## config.mk

```make
export PLATFORM = sky130hd
export DESIGN_NAME = low_power_clock_loss_handler
export DESIGN_NICKNAME = d
export VERILOG_FILES = /design/src/lp_pkg.sv /design/src/low_power_clock_loss_handler.sv /design/src/lp_quality_check.sv /design/src/lp_sync2.sv
export VERILOG_INCLUDE_DIRS = /design/src
export SDC_FILE = /design/constraint.sdc
export NUM_CORES = 1
export LEC_CHECK = 0
export BUFFER_PORTS_ARGS = -buffer_cell sky130_fd_sc_hd__buf_2
export CORE_UTILIZATION = 52
export DETAILED_ROUTE_END_ITERATION = 6
export PLACE_DENSITY_LB_ADDON = 0.3
export SETUP_SLACK_MARGIN = 0.5
export SLEW_MARGIN = 20
export SYNTH_ARGS = -nofsm -noshare
export SYNTH_HDL_FRONTEND = slang
export SYNTH_SLANG_ARGS = --single-unit
```

## constraint.sdc

```tcl
create_clock -name hclk -period 6.5 [get_ports hclk]
set_clock_uncertainty 0.15 [all_clocks]
set_input_delay 0 -clock hclk [delete_from_list [all_inputs] [get_ports hclk]]
set_output_delay 0 -clock hclk [all_outputs]
set_load 0.01 [all_outputs]
```

## src/lp_defines.svh

```systemverilog
`ifndef LP_DEFINES_SVH
`define LP_DEFINES_SVH

// ----------------------------------------------------------------------------
// Register map
// ----------------------------------------------------------------------------
`define LP_CTRL_OFS 32'h0000_0000
`define LP_STATUS_OFS 32'h0000_0004
`define LP_ADDR_MSB 11

// ----------------------------------------------------------------------------
// Control word width and reset value, status bit positions
// ----------------------------------------------------------------------------
`define LP_CTRL_W 8
`define LP_CTRL_RESET 8'h03
`define LP_FLAG_BIT 0
`define LP_ST_SCM_BIT 1
`define LP_ST_GOOD_BIT 2
`define LP_ST_STATE_LSB 4

// ----------------------------------------------------------------------------
// Clock quality check and synchroniser
// ----------------------------------------------------------------------------
`define LP_QC_OSC_CYCLES 4096
`define LP_QC_CNT_W 13
`define LP_QC_LAST 13'h0FFF
`define LP_SYNC_W 3

`endif

```

## src/lp_pkg.sv

```systemverilog
package lp_pkg;

	// Sequencer states.
	typedef enum logic [2:0] {
		ST_RUN = 3'b000,
		ST_WAIT = 3'b001,
		ST_STOP_SEL = 3'b010,
		ST_STOP_PLL = 3'b011,
		ST_STOP_CORE = 3'b100,
		ST_STOP_SYS = 3'b101,
		ST_STOP = 3'b110
	} lp_state_e;

	// System clock source selection.
	typedef enum logic [1:0] {
		SRC_OSC = 2'b00,
		SRC_PLL = 2'b01,
		SRC_VCO_MIN = 2'b10
	} clk_src_e;

	// Software control word, bit 7 first.
	typedef struct packed {
		logic pll_clock_select;
		logic watchdog_keep_running;
		logic timer_keep_running;
		logic pseudo_stop_select;
		logic pll_off_in_wait;
		logic self_clock_interrupt_enable;
		logic self_clock_fallback_enable;
		logic clock_monitor_enable;
	} ctrl_s;

	// Power and clock controls driven to the rest of the chip.
	typedef struct packed {
		clk_src_e clock_source;
		logic pll_enable;
		logic core_clock_enable;
		logic system_clock_enable;
		logic oscillator_enable;
		logic regulator_low_power;
		logic counters_freeze;
		logic periodic_timer_run;
		logic watchdog_run;
	} power_ctl_s;

endpackage

```

## src/low_power_clock_loss_handler.sv

```systemverilog
// Register access over AHB-Lite and the register addresses were chosen for this implementation.
`include "lp_defines.svh"
// Functional notes
// - Monitoring off: an oscillator failure in wait causes nothing.
// - Monitoring on, fallback off: failure in wait gives an immediate monitor reset.
// - Fallback on, interrupt masked: stay waiting, PLL/regulator on, fallback, check, flag.
// - Clock good 4096 oscillator cycles after failure ends; leave fallback, PLL per setting.
// - The regulator is never put in low power while waiting.
// - After recovery, wake or external reset exits wait on the oscillator clock.
// - Without recovery, checks repeat indefinitely and only wake or external reset leaves wait.
// - Wake while clock missing exits wait in fallback on minimum VCO clock.
// - External reset while clock missing exits in fallback, starts reset, keeps checking.
// - Interrupt enabled: failure in wait sets flag and wakes the core in fallback.
// - Stop switches the oscillator off unless pseudo-stop is selected.
// - Counters and dividers are frozen, not cleared, during stop.
// - Pseudo-stop keeps timer and watchdog running when their keep bits are set.
// - Entering stop requests low-power mode from other units such as the regulator.
// - Stop entry: clear PLL select, PLL off, core clock off, system clocks off.
// - Pseudo-stop from fallback keeps checking with PLL and regulator on.
// - Full stop from fallback aborts the check; a new one starts on exit.
// - Fallback derives bus and core clocks from the minimum-frequency VCO.
// - PLL off in wait leaves PLL select cleared after wake; software resets it.
module low_power_clock_loss_handler import lp_pkg::*; (
	input wire logic hclk,
	input wire logic hresetn,
	input wire logic hsel,
	input wire logic [31:0] haddr,
	input wire logic [1:0] htrans,
	input wire logic hwrite,
	input wire logic [2:0] hsize,
	input wire logic [31:0] hwdata,
	input wire logic hready,
	output logic [31:0] hrdata,
	output logic hreadyout,
	output logic hresp,
	input wire logic core_wait_req,
	input wire logic core_stop_req,
	input wire logic wake_irq,
	input wire logic ext_reset_pin,
	input wire logic clock_monitor_fail,
	input wire logic oscillator_clock,
	output power_ctl_s power_ctl,
	output logic self_clock_wakeup_irq,
	output logic monitor_reset,
	output logic reset_seq_start,
	output logic core_wake
);

	// ------------------------------------------------------------------------
	// Input synchronisation and edge detection
	// ------------------------------------------------------------------------
	logic [`LP_SYNC_W-1:0] sync_w;
	logic s_osc, s_fail, s_ext;
	logic osc_q_r, fail_q_r, ext_q_r;
	logic osc_edge, fail_evt, ext_evt, qc_good;

	lp_sync2 u_sync (
		.hclk(hclk),
		.hresetn(hresetn),
		.async_in({ext_reset_pin, clock_monitor_fail, oscillator_clock}),
		.sync_out(sync_w)
	);

	assign s_osc = sync_w[0];
	assign s_fail = sync_w[1];
	assign s_ext = sync_w[2];
	assign osc_edge = s_osc & ~osc_q_r;
	assign fail_evt = s_fail & ~fail_q_r;
	assign ext_evt = s_ext & ~ext_q_r;

	// Edge history flops read only the synchronised copies.
	always_ff @(posedge hclk or negedge hresetn) begin
		if (!hresetn) begin
			osc_q_r <= 1'b0;
			fail_q_r <= 1'b0;
			ext_q_r <= 1'b0;
		end else begin
			osc_q_r <= s_osc;
			fail_q_r <= s_fail;
			ext_q_r <= s_ext;
		end
	end

	// ------------------------------------------------------------------------
	// AHB-Lite slave
	// ------------------------------------------------------------------------
	ctrl_s ctrl_r, ctrl_nxt;
	logic flag_r, flag_nxt;
	logic scm_r, scm_nxt;
	logic good_seen_r, good_seen_nxt;
	lp_state_e state_r, state_nxt;
	logic wr_pend_r, wr_pend_nxt;
	logic [`LP_ADDR_MSB:0] wr_addr_r, wr_addr_nxt;
	logic [31:0] hrdata_nxt;
	logic wr_ctrl, wr_status, addr_ok;

	// Decoding shared by the read mux and the write capture.
	function automatic logic [1:0] reg_sel(input logic [`LP_ADDR_MSB:0] a);
		reg_sel = 2'b00;
		if (a == (`LP_ADDR_MSB+1)'(`LP_CTRL_OFS)) reg_sel = 2'b01;
		if (a == (`LP_ADDR_MSB+1)'(`LP_STATUS_OFS)) reg_sel = 2'b10;
	endfunction

	assign addr_ok = hsel && hready && htrans[1];
	assign wr_ctrl = wr_pend_r && (reg_sel(wr_addr_r) == 2'b01);
	assign wr_status = wr_pend_r && (reg_sel(wr_addr_r) == 2'b10);

	// Zero wait states; read data is sampled in the address phase for the next.
	always_comb begin
		wr_pend_nxt = addr_ok && hwrite;
		wr_addr_nxt = haddr[`LP_ADDR_MSB:0];
		hrdata_nxt = hrdata;
		if (addr_ok && !hwrite) begin
			case (reg_sel(haddr[`LP_ADDR_MSB:0]))
				2'b01: hrdata_nxt = {24'h000000, ctrl_r};
				2'b10: hrdata_nxt = {25'h0000000, state_r, 1'b0, good_seen_r, scm_r, flag_r};
				default: hrdata_nxt = 32'h0000_0000;
			endcase
		end
	end

	always_ff @(posedge hclk or negedge hresetn) begin
		if (!hresetn) begin
			wr_pend_r <= 1'b0;
			wr_addr_r <= '0;
			hrdata <= 32'h0000_0000;
			hreadyout <= 1'b1;
			hresp <= 1'b0;
		end else begin
			wr_pend_r <= wr_pend_nxt;
			wr_addr_r <= wr_addr_nxt;
			hrdata <= hrdata_nxt;
			hreadyout <= 1'b1;
			hresp <= 1'b0;
		end
	end

	// ------------------------------------------------------------------------
	// Sequencer
	// ------------------------------------------------------------------------
	logic qc_restart_r, qc_restart_nxt, qc_run;
	logic mon_rst_nxt, rst_seq_nxt, wake_nxt, pll_on_r, pll_on_nxt;
	logic in_stop, full_stop;
	power_ctl_s pwr_nxt;

	assign in_stop = (state_r != ST_RUN) && (state_r != ST_WAIT);
	assign full_stop = in_stop && !ctrl_r.pseudo_stop_select;
	assign qc_run = scm_r && !full_stop;

	lp_quality_check u_qc (
		.hclk(hclk),
		.hresetn(hresetn),
		.osc_edge(osc_edge),
		.monitor_fail(s_fail),
		.run(qc_run),
		.restart(qc_restart_r),
		.clock_good(qc_good)
	);

	// Mode decisions; software writes land first so hardware clears win over them.
	always_comb begin
		state_nxt = state_r;
		ctrl_nxt = ctrl_r;
		scm_nxt = scm_r;
		pll_on_nxt = pll_on_r;
		good_seen_nxt = good_seen_r | qc_good;
		qc_restart_nxt = 1'b0;
		mon_rst_nxt = 1'b0;
		rst_seq_nxt = 1'b0;
		wake_nxt = 1'b0;
		if (wr_ctrl) ctrl_nxt = hwdata[`LP_CTRL_W-1:0];
		// The flag is sticky; a new event in the clearing cycle wins.
		flag_nxt = flag_r & ~(wr_status & hwdata[`LP_FLAG_BIT]);
		if (qc_good) begin
			scm_nxt = 1'b0;
			if (state_r == ST_WAIT) pll_on_nxt = !ctrl_r.pll_off_in_wait;
		end
		case (state_r)
			ST_RUN: begin
				if (core_stop_req) begin
					state_nxt = ST_STOP_SEL;
				end else if (core_wait_req) begin
					state_nxt = ST_WAIT;
					if (ctrl_r.pll_off_in_wait && !scm_r) begin
						ctrl_nxt.pll_clock_select = 1'b0;
						pll_on_nxt = 1'b0;
					end
				end
			end
			ST_WAIT: begin
				// Without a wake source the sequencer stays here, checks repeating.
				if (ext_evt) begin
					state_nxt = ST_RUN;
					rst_seq_nxt = 1'b1;
					pll_on_nxt = 1'b1;
				end else if (wake_irq) begin
					state_nxt = ST_RUN;
					wake_nxt = 1'b1;
					pll_on_nxt = 1'b1;
				end
			end
			ST_STOP_SEL: begin
				ctrl_nxt.pll_clock_select = 1'b0;
				state_nxt = ST_STOP_PLL;
			end
			ST_STOP_PLL: begin
				pll_on_nxt = scm_r && ctrl_r.pseudo_stop_select;
				state_nxt = ST_STOP_CORE;
			end
			ST_STOP_CORE: state_nxt = ST_STOP_SYS;
			ST_STOP_SYS: state_nxt = ST_STOP;
			ST_STOP: begin
				if (ext_evt || wake_irq) begin
					state_nxt = ST_RUN;
					rst_seq_nxt = ext_evt;
					wake_nxt = !ext_evt;
					pll_on_nxt = 1'b1;
					qc_restart_nxt = scm_r && !ctrl_r.pseudo_stop_select;
				end
			end
			default: state_nxt = ST_RUN;
		endcase
		// A failure outside stop is handled by the monitor settings.
		if (fail_evt && ctrl_r.clock_monitor_enable && !in_stop) begin
			if (!ctrl_r.self_clock_fallback_enable) begin
				mon_rst_nxt = 1'b1;
				state_nxt = ST_RUN;
				pll_on_nxt = 1'b1;
			end else begin
				scm_nxt = 1'b1;
				flag_nxt = 1'b1;
				pll_on_nxt = 1'b1;
				qc_restart_nxt = 1'b1;
				ctrl_nxt.pll_clock_select = 1'b0;
				if (state_r == ST_WAIT && ctrl_r.self_clock_interrupt_enable) begin
					state_nxt = ST_RUN;
					wake_nxt = 1'b1;
				end
			end
		end
	end

	// Chip-level controls follow the next state so they change with it.
	always_comb begin
		pwr_nxt.pll_enable = pll_on_nxt;
		// The PLL drops leaving the PLL step, the core one step later, the system last.
		pwr_nxt.core_clock_enable = (state_nxt != ST_STOP_SYS) && (state_nxt != ST_STOP);
		pwr_nxt.system_clock_enable = (state_nxt != ST_STOP);
		pwr_nxt.oscillator_enable = !(state_nxt == ST_STOP && !ctrl_nxt.pseudo_stop_select);
		// Regulator low power only in stop, and not while a pseudo-stop check runs.
		pwr_nxt.regulator_low_power = (state_nxt == ST_STOP)
			&& !(scm_nxt && ctrl_nxt.pseudo_stop_select);
		pwr_nxt.counters_freeze = (state_nxt == ST_STOP);
		pwr_nxt.periodic_timer_run = (state_nxt != ST_STOP)
			|| (ctrl_nxt.pseudo_stop_select && ctrl_nxt.timer_keep_running);
		pwr_nxt.watchdog_run = (state_nxt != ST_STOP)
			|| (ctrl_nxt.pseudo_stop_select && ctrl_nxt.watchdog_keep_running);
		if (scm_nxt) pwr_nxt.clock_source = SRC_VCO_MIN;
		else if (ctrl_nxt.pll_clock_select) pwr_nxt.clock_source = SRC_PLL;
		else pwr_nxt.clock_source = SRC_OSC;
	end

	always_ff @(posedge hclk or negedge hresetn) begin
		if (!hresetn) begin
			state_r <= ST_RUN;
			ctrl_r <= `LP_CTRL_RESET;
			flag_r <= 1'b0;
			scm_r <= 1'b0;
			good_seen_r <= 1'b0;
			pll_on_r <= 1'b1;
			qc_restart_r <= 1'b0;
			power_ctl <= '{SRC_OSC, 1'b1, 1'b1, 1'b1, 1'b1, 1'b0, 1'b0, 1'b1, 1'b1};
			self_clock_wakeup_irq <= 1'b0;
			monitor_reset <= 1'b0;
			reset_seq_start <= 1'b0;
			core_wake <= 1'b0;
		end else begin
			state_r <= state_nxt;
			ctrl_r <= ctrl_nxt;
			flag_r <= flag_nxt;
			scm_r <= scm_nxt;
			good_seen_r <= good_seen_nxt;
			pll_on_r <= pll_on_nxt;
			qc_restart_r <= qc_restart_nxt;
			power_ctl <= pwr_nxt;
			self_clock_wakeup_irq <= flag_nxt && ctrl_nxt.self_clock_interrupt_enable;
			monitor_reset <= mon_rst_nxt;
			reset_seq_start <= rst_seq_nxt;
			core_wake <= wake_nxt;
		end
	end

	logic wait_fail;
	assign wait_fail = (state_r == ST_WAIT) && fail_evt && ctrl_r.clock_monitor_enable;
endmodule

```

## src/lp_quality_check.sv

```systemverilog
`include "lp_defines.svh"
module lp_quality_check import lp_pkg::*; (
	input wire logic hclk,
	input wire logic hresetn,
	input wire logic osc_edge,
	input wire logic monitor_fail,
	input wire logic run,
	input wire logic restart,
	output logic clock_good
);

	// ------------------------------------------------------------------------
	// Oscillator edge counter
	// ------------------------------------------------------------------------
	logic [`LP_QC_CNT_W-1:0] cnt_r;
	logic [`LP_QC_CNT_W-1:0] cnt_nxt;
	logic good_nxt;

	// Any failure or abort discards the window, so a check always spans a full count.
	always_comb begin
		cnt_nxt = cnt_r;
		good_nxt = 1'b0;
		if (!run || monitor_fail || restart) begin
			cnt_nxt = '0;
		end else if (osc_edge) begin
			if (cnt_r == `LP_QC_LAST) begin
				good_nxt = 1'b1;
				cnt_nxt = '0;
			end else begin
				cnt_nxt = cnt_r + 13'h0001;
			end
		end
	end

	always_ff @(posedge hclk or negedge hresetn) begin
		if (!hresetn) begin
			cnt_r <= '0;
			clock_good <= 1'b0;
		end else begin
			cnt_r <= cnt_nxt;
			clock_good <= good_nxt;
		end
	end

endmodule

```

## src/lp_sync2.sv

```systemverilog
`include "lp_defines.svh"
module lp_sync2 import lp_pkg::*; (
	input wire logic hclk,
	input wire logic hresetn,
	input wire logic [`LP_SYNC_W-1:0] async_in,
	output logic [`LP_SYNC_W-1:0] sync_out
);

	// ------------------------------------------------------------------------
	// Two-flop synchroniser per bit
	// ------------------------------------------------------------------------
	genvar i;
	generate
		for (i = 0; i < `LP_SYNC_W; i++) begin : g_bit
			logic meta_r;
			logic meta_nxt;
			logic out_nxt;
			// The first flop feeds only the second one, never any logic.
			always_comb begin
				meta_nxt = async_in[i];
				out_nxt = meta_r;
			end
			always_ff @(posedge hclk or negedge hresetn) begin
				if (!hresetn) begin
					meta_r <= 1'b0;
					sync_out[i] <= 1'b0;
				end else begin
					meta_r <= meta_nxt;
					sync_out[i] <= out_nxt;
				end
			end
		end
	endgenerate

endmodule
```

* Word level (Yosys, flattened, before mapping)
Cells that the tools add are included.
W data, S select, Z words.
** Storage, ports and cells
- Word-level logic and storage cells :: 172
- Output and inout port bits :: 48
- Input port bits :: 80
- Register bits :: 97
** Operators by class
- $add $sub $neg :: 1
- Reduce and logical (&&, ||, !) cells :: 43
- Multiplexer cells :: 61
- Equality and inequality tests :: 17
- Bitwise gates (word level) :: 10
** Operator list (number)
- $mux W1 :: 39
- $mux W13 :: 3
- $eq A12 B3 Y1 const B :: 2
- $logic_not A12 Y1 :: 2
- $mux W3 :: 8
- $logic_and A1 B1 Y1 :: 22
- $pmux W3 S7 :: 1
- $pmux W8 S2 :: 1
- $add A13 B1 Y13 const B :: 1
- $eq A13 B12 Y1 const B :: 1
- $eq A3 B3 Y1 const B :: 4
- $logic_not A1 Y1 :: 11
- $mux W2 :: 4
- $mux W8 :: 1
- $eq A3 B2 Y1 const B :: 2
- $ne A3 B3 Y1 const B :: 2
- $pmux W1 S2 :: 3
- $and A1 B1 Y1 :: 5
- $logic_or A1 B1 Y1 :: 5
- $eq A2 B1 Y1 const B :: 2
- $eq A2 B2 Y1 const B :: 2
- $not A1 Y1 :: 4
- $pmux W1 S4 :: 1
- $eq A3 B1 Y1 const B :: 1
- other kinds (5) :: 5

* Depth between registers and ports, before layout
- Depth after elaboration :: 14
- Mapped depth :: 6
- Mapped depth without buffers :: 5

* Cells and area by module
A second synthesis with hierarchy kept.
** Second synthesis, totals
- Cells, all modules :: 276
- Area total of the unflattened synthesis :: 3209.3 um^2
** By module, submodules not included
- low_power_clock_loss_handler :: area each 2328.5 um^2, cells an instance 196, seq. area each 1311.3 um^2, times used 1
- lp_quality_check :: area each 730.7 um^2, cells an instance 74, seq. area each 350.3 um^2, times used 1
- lp_sync2 :: area each 150.1 um^2, cells an instance 6, seq. area each 150.1 um^2, times used 1

* Worst setup path before layout
Ideal clock, no wire load.
- Path kind :: register -> register
- From :: register wr_addr_r[11]
- To :: register power_ctl[4] (netlist name)
- Setup time :: 0.084 ns
- Slack :: 4.413 ns
- Arrival time :: 1.852 ns
- Data required time :: 6.266 ns
- Stages on the path, launching flop included :: 5
- Path through :: dfrtp_1 > or4_4 > nor4_4 > mux2_2 > or2_2
** RTL lines
- from (decl) :: RTL line low_power_clock_loss_handler.sv:93 : logic [`LP_ADDR_MSB:0] wr_addr_r, wr_addr_nxt;
- from (signal assigned) :: RTL line low_power_clock_loss_handler.sv:131 : wr_addr_r <= wr_addr_nxt;
- to (signal assigned) :: RTL line low_power_clock_loss_handler.sv:272 : power_ctl <= '{SRC_OSC, 1'b1, 1'b1, 1'b1, 1'b1, 1'b0, 1'b0, 1'b1, 1'b1};
- to (signal assigned) :: RTL line low_power_clock_loss_handler.sv:285 : power_ctl <= pwr_nxt;
- to (decl) :: RTL line low_power_clock_loss_handler.sv:42 : output power_ctl_s power_ctl,

==> run metrics <==
LEAKAGE=1.80 nW; max cap viols=0; Port Buffers=53; endpoints failing hold=0; reg2reg end=power_ctl[4]; most frequent cells in the layout=64 x dfrtp_1, 53 x buf_2, 29 x dlygate4sd3_1; Nets=446; Async SR Flop Fraction=100%; Resized cells post-CTS=0; Required @ worst endpoint=6.63 ns; Top-Level Pins=128; Clock Root Buffer=clkbuf_8; CP Data Arrival Time=2.71 ns; gr usage total=22.1%; core area=0.00596 sq mm; hold buffers post-CTS=29; Switch Pwr=0.311 mW; Final Wtd Congestion=0.835; WHS Endpoint=hrdata[2]; kind of critical path=flip-flop to flip-flop; via count=2412; min cycle time layout=2.58 ns; Chip Width=80.7 um; clock buffer depth=2; DRT antenna net count=0; initial core utilization=54.1%; Post-Synthesis Cells=283; Remaining DRCs=0; number of global-route vias before repair=2267; Seq pwr share=49.9%; worst reg2reg startpoint=wr_addr_r[11]; first-pass GRT wire length=10500 um; post-CTS setup repair buffer count=0; initial antenna violation count=0; Vias per Instance=5.42; die height=80.7 um; R2R setup slack=3.92 ns; hold path startpoint=hwrite; CTS tree=yes; Worst Setup End Kind=flip-flop; TritonCTS Sinks=72; DIE AREA=0.00651 sq mm; post-DR wirelength/cell=14.8 um; post-DP HPWL=4370 um; Pre-Repair DR Iteration Count=4; actual slew at the worst max-slew pin=0.870 ns; Area Overhead vs Synth=21.7%; Post-Route WL=6570 um; clock share of power=33.4%; gr ovfl total=0; Comb pwr share=16.7%; outcome=complete, no violations; commonest non-fill, non-tap cell in the layout=dfrtp_1; Switching Share=28.9%; Core Util, Final=65.8%; CTS Buf Count=9; Reg clk slew, reported paths=0.08 ns; relative slew slack=42.0%; largest net degree at the start of global routing=73; number of diodes=0; Ys Warns=0; TNS Setup=0 ns; CP Launch Type=flip-flop; maximum VDD drop=254 uV; EDFF count, synth=0; sequential area share after synthesis=56.3%; number of distinct library cells after synthesis=61; Hold Path Stages=4; setup violators final=0; H-tree depth=3; P_int=0.764 mW; Final Slew Violations=0; Primary FF master, synth=dfrtp_1; #FFs+latches synth=72; PwrDens=274 mW/mm^2; site row count=28; Hold WC Path Type=primary input to flip-flop; syn_area_per_cell=11.4 sq um; Crit Path Max Fanout=12; fin crit share=39.7%; RSZ-0062 raised after global routing=false; R2R cell count=4; Clk Latency, worst-skew pair=0.35 ns; detailed router's first-iteration violation count=140; Mapped Area=0.00322 sq mm; fmax=0.387 GHz; ratio of cells with drive above 1 in the final layout=25.1%
[worst max path at each step]
stage,end,from,slack [ns],depth (start not counted)
finish,power_ctl[4],wr_addr_r[11],3.92,4
floorplan,power_ctl[4],wr_addr_r[11],4.41,4
global route,power_ctl[4],wr_addr_r[11],3.83,4
detailed placement,power_ctl[4],wr_addr_r[10],3.95,4
global placement,power_ctl[4],wr_addr_r[11],3.96,4
CTS,power_ctl[4],wr_addr_r[11],3.93,4
[area by class of cell]
type,instances,area (sq um)
Timing Repair Buffer,83,563
Inverter,3,11.3
Fill cell,466,2040
Multi-Input combinational cell,196,1240
Sequential cell,72,1810
Tap cell,75,93.8
Clock inverter,4,53.8
Clock buffer,12,145
[per-stage QoR]
stage	area (sq um)	hold slack (ns)	setup slack, ns	instances	power, mW
2_1_floorplan	3310	-0.446	4.41	307	0.665
3_3_place_gp	3430	-0.0420	3.96	400	0.706
3_5_place_dp	3430	-0.0393	3.95	400	0.710
4_1_cts	3920	0.0425	3.93	445	1.08
5_1_grt	3920	0.0863	3.83	445	1.12
6_report	3920	0.0714	3.92	445	1.07
[logic make-up after synthesis]
family,Yosys count,synth area share (%)
other,2,0.233
AND/OR/NAND/NOR,95,17.2
buffers and inverters,39,8.04
AO/OA/AOI/OAI,53,11.2
flip-flops,72,56.3
adder cells (fa/ha/maj),1,0.389
XOR/XNOR,5,1.36
multiplexers,16,5.29
[Yosys cell counts (2+ instances only)]
master	n	share of area, %
a22o_1	2	0.54
o31ai_1	4	0.93
xnor2_1	3	0.82
nor3b_1	3	0.70
a2bb2oi_1	2	0.54
o21bai_1	2	0.47
nor4b_1	2	0.54
nand4b_1	2	0.54
inv_1	3	0.35
or4_4	2	0.70
mux2_2	8	2.8
mux2i_1	8	2.5
a31oi_1	6	1.2
nand4_1	3	0.58
nor4_1	4	0.78
dfrtp_1	64	50
buf_4	28	6.5
a311o_1	2	0.62
nor2b_1	4	0.78
conb_1	2	0.23
clkbuf_1	6	0.70
nor3_1	3	0.47
xor2_1	2	0.54
or2_2	2	0.39
nand2b_1	3	0.58
nand2_1	24	2.8
dfstp_2	8	6.5
a41oi_1	2	0.54
nand3_1	9	1.4
o21ai_0	15	2.3
a21oi_1	6	0.93
and4_1	4	1.1
nor2_1	17	2.0
[state kept, by name (all words and copies together) (netlist names), 3 cells and up]
name                 flops
wr_addr_r               12
power_ctl                9
ctrl_r                   8
u_qc.cnt_r              13
u_sync.g_bit.meta_r      3
u_sync.sync_out          3
hrdata                   8
state_r                  3
[per-layer routing]
| metal | part of all wire, % | vias up | global-route usage [%] |
|---|---|---|---|
| met4 | 1.9 | 0 | 10.9 |
| met5 | 0 | - | 0 |
| met3 | 4.3 | 13 | 4.55 |
| met1 | 45 | 1187 | 28.4 |
| met2 | 49 | 72 | 35.4 |
| li1 | - | 1140 | - |
[worst max-delay path, cell delays in order, from the launching register on]
cell and delay, ns:
dfrtp_1 0.36, or4_4 0.56, nor4_4 0.72, mux2_2 0.43, or2_2 0.27
[power groups by stage]
| stage | Clock, mW | Sequential (mW) | Combinational (mW) |
|---|---|---|---|
| 2_1_floorplan | 0 | 0.519 | 0.146 |
| 3_5_place_dp | 0 | 0.544 | 0.166 |
| 4_1_cts | 0.363 | 0.536 | 0.180 |
| 5_1_grt | 0.381 | 0.543 | 0.200 |
| 6_report | 0.359 | 0.536 | 0.180 |
| 3_3_place_gp | 0 | 0.544 | 0.163 |
(Power assumes the default switching activity.)
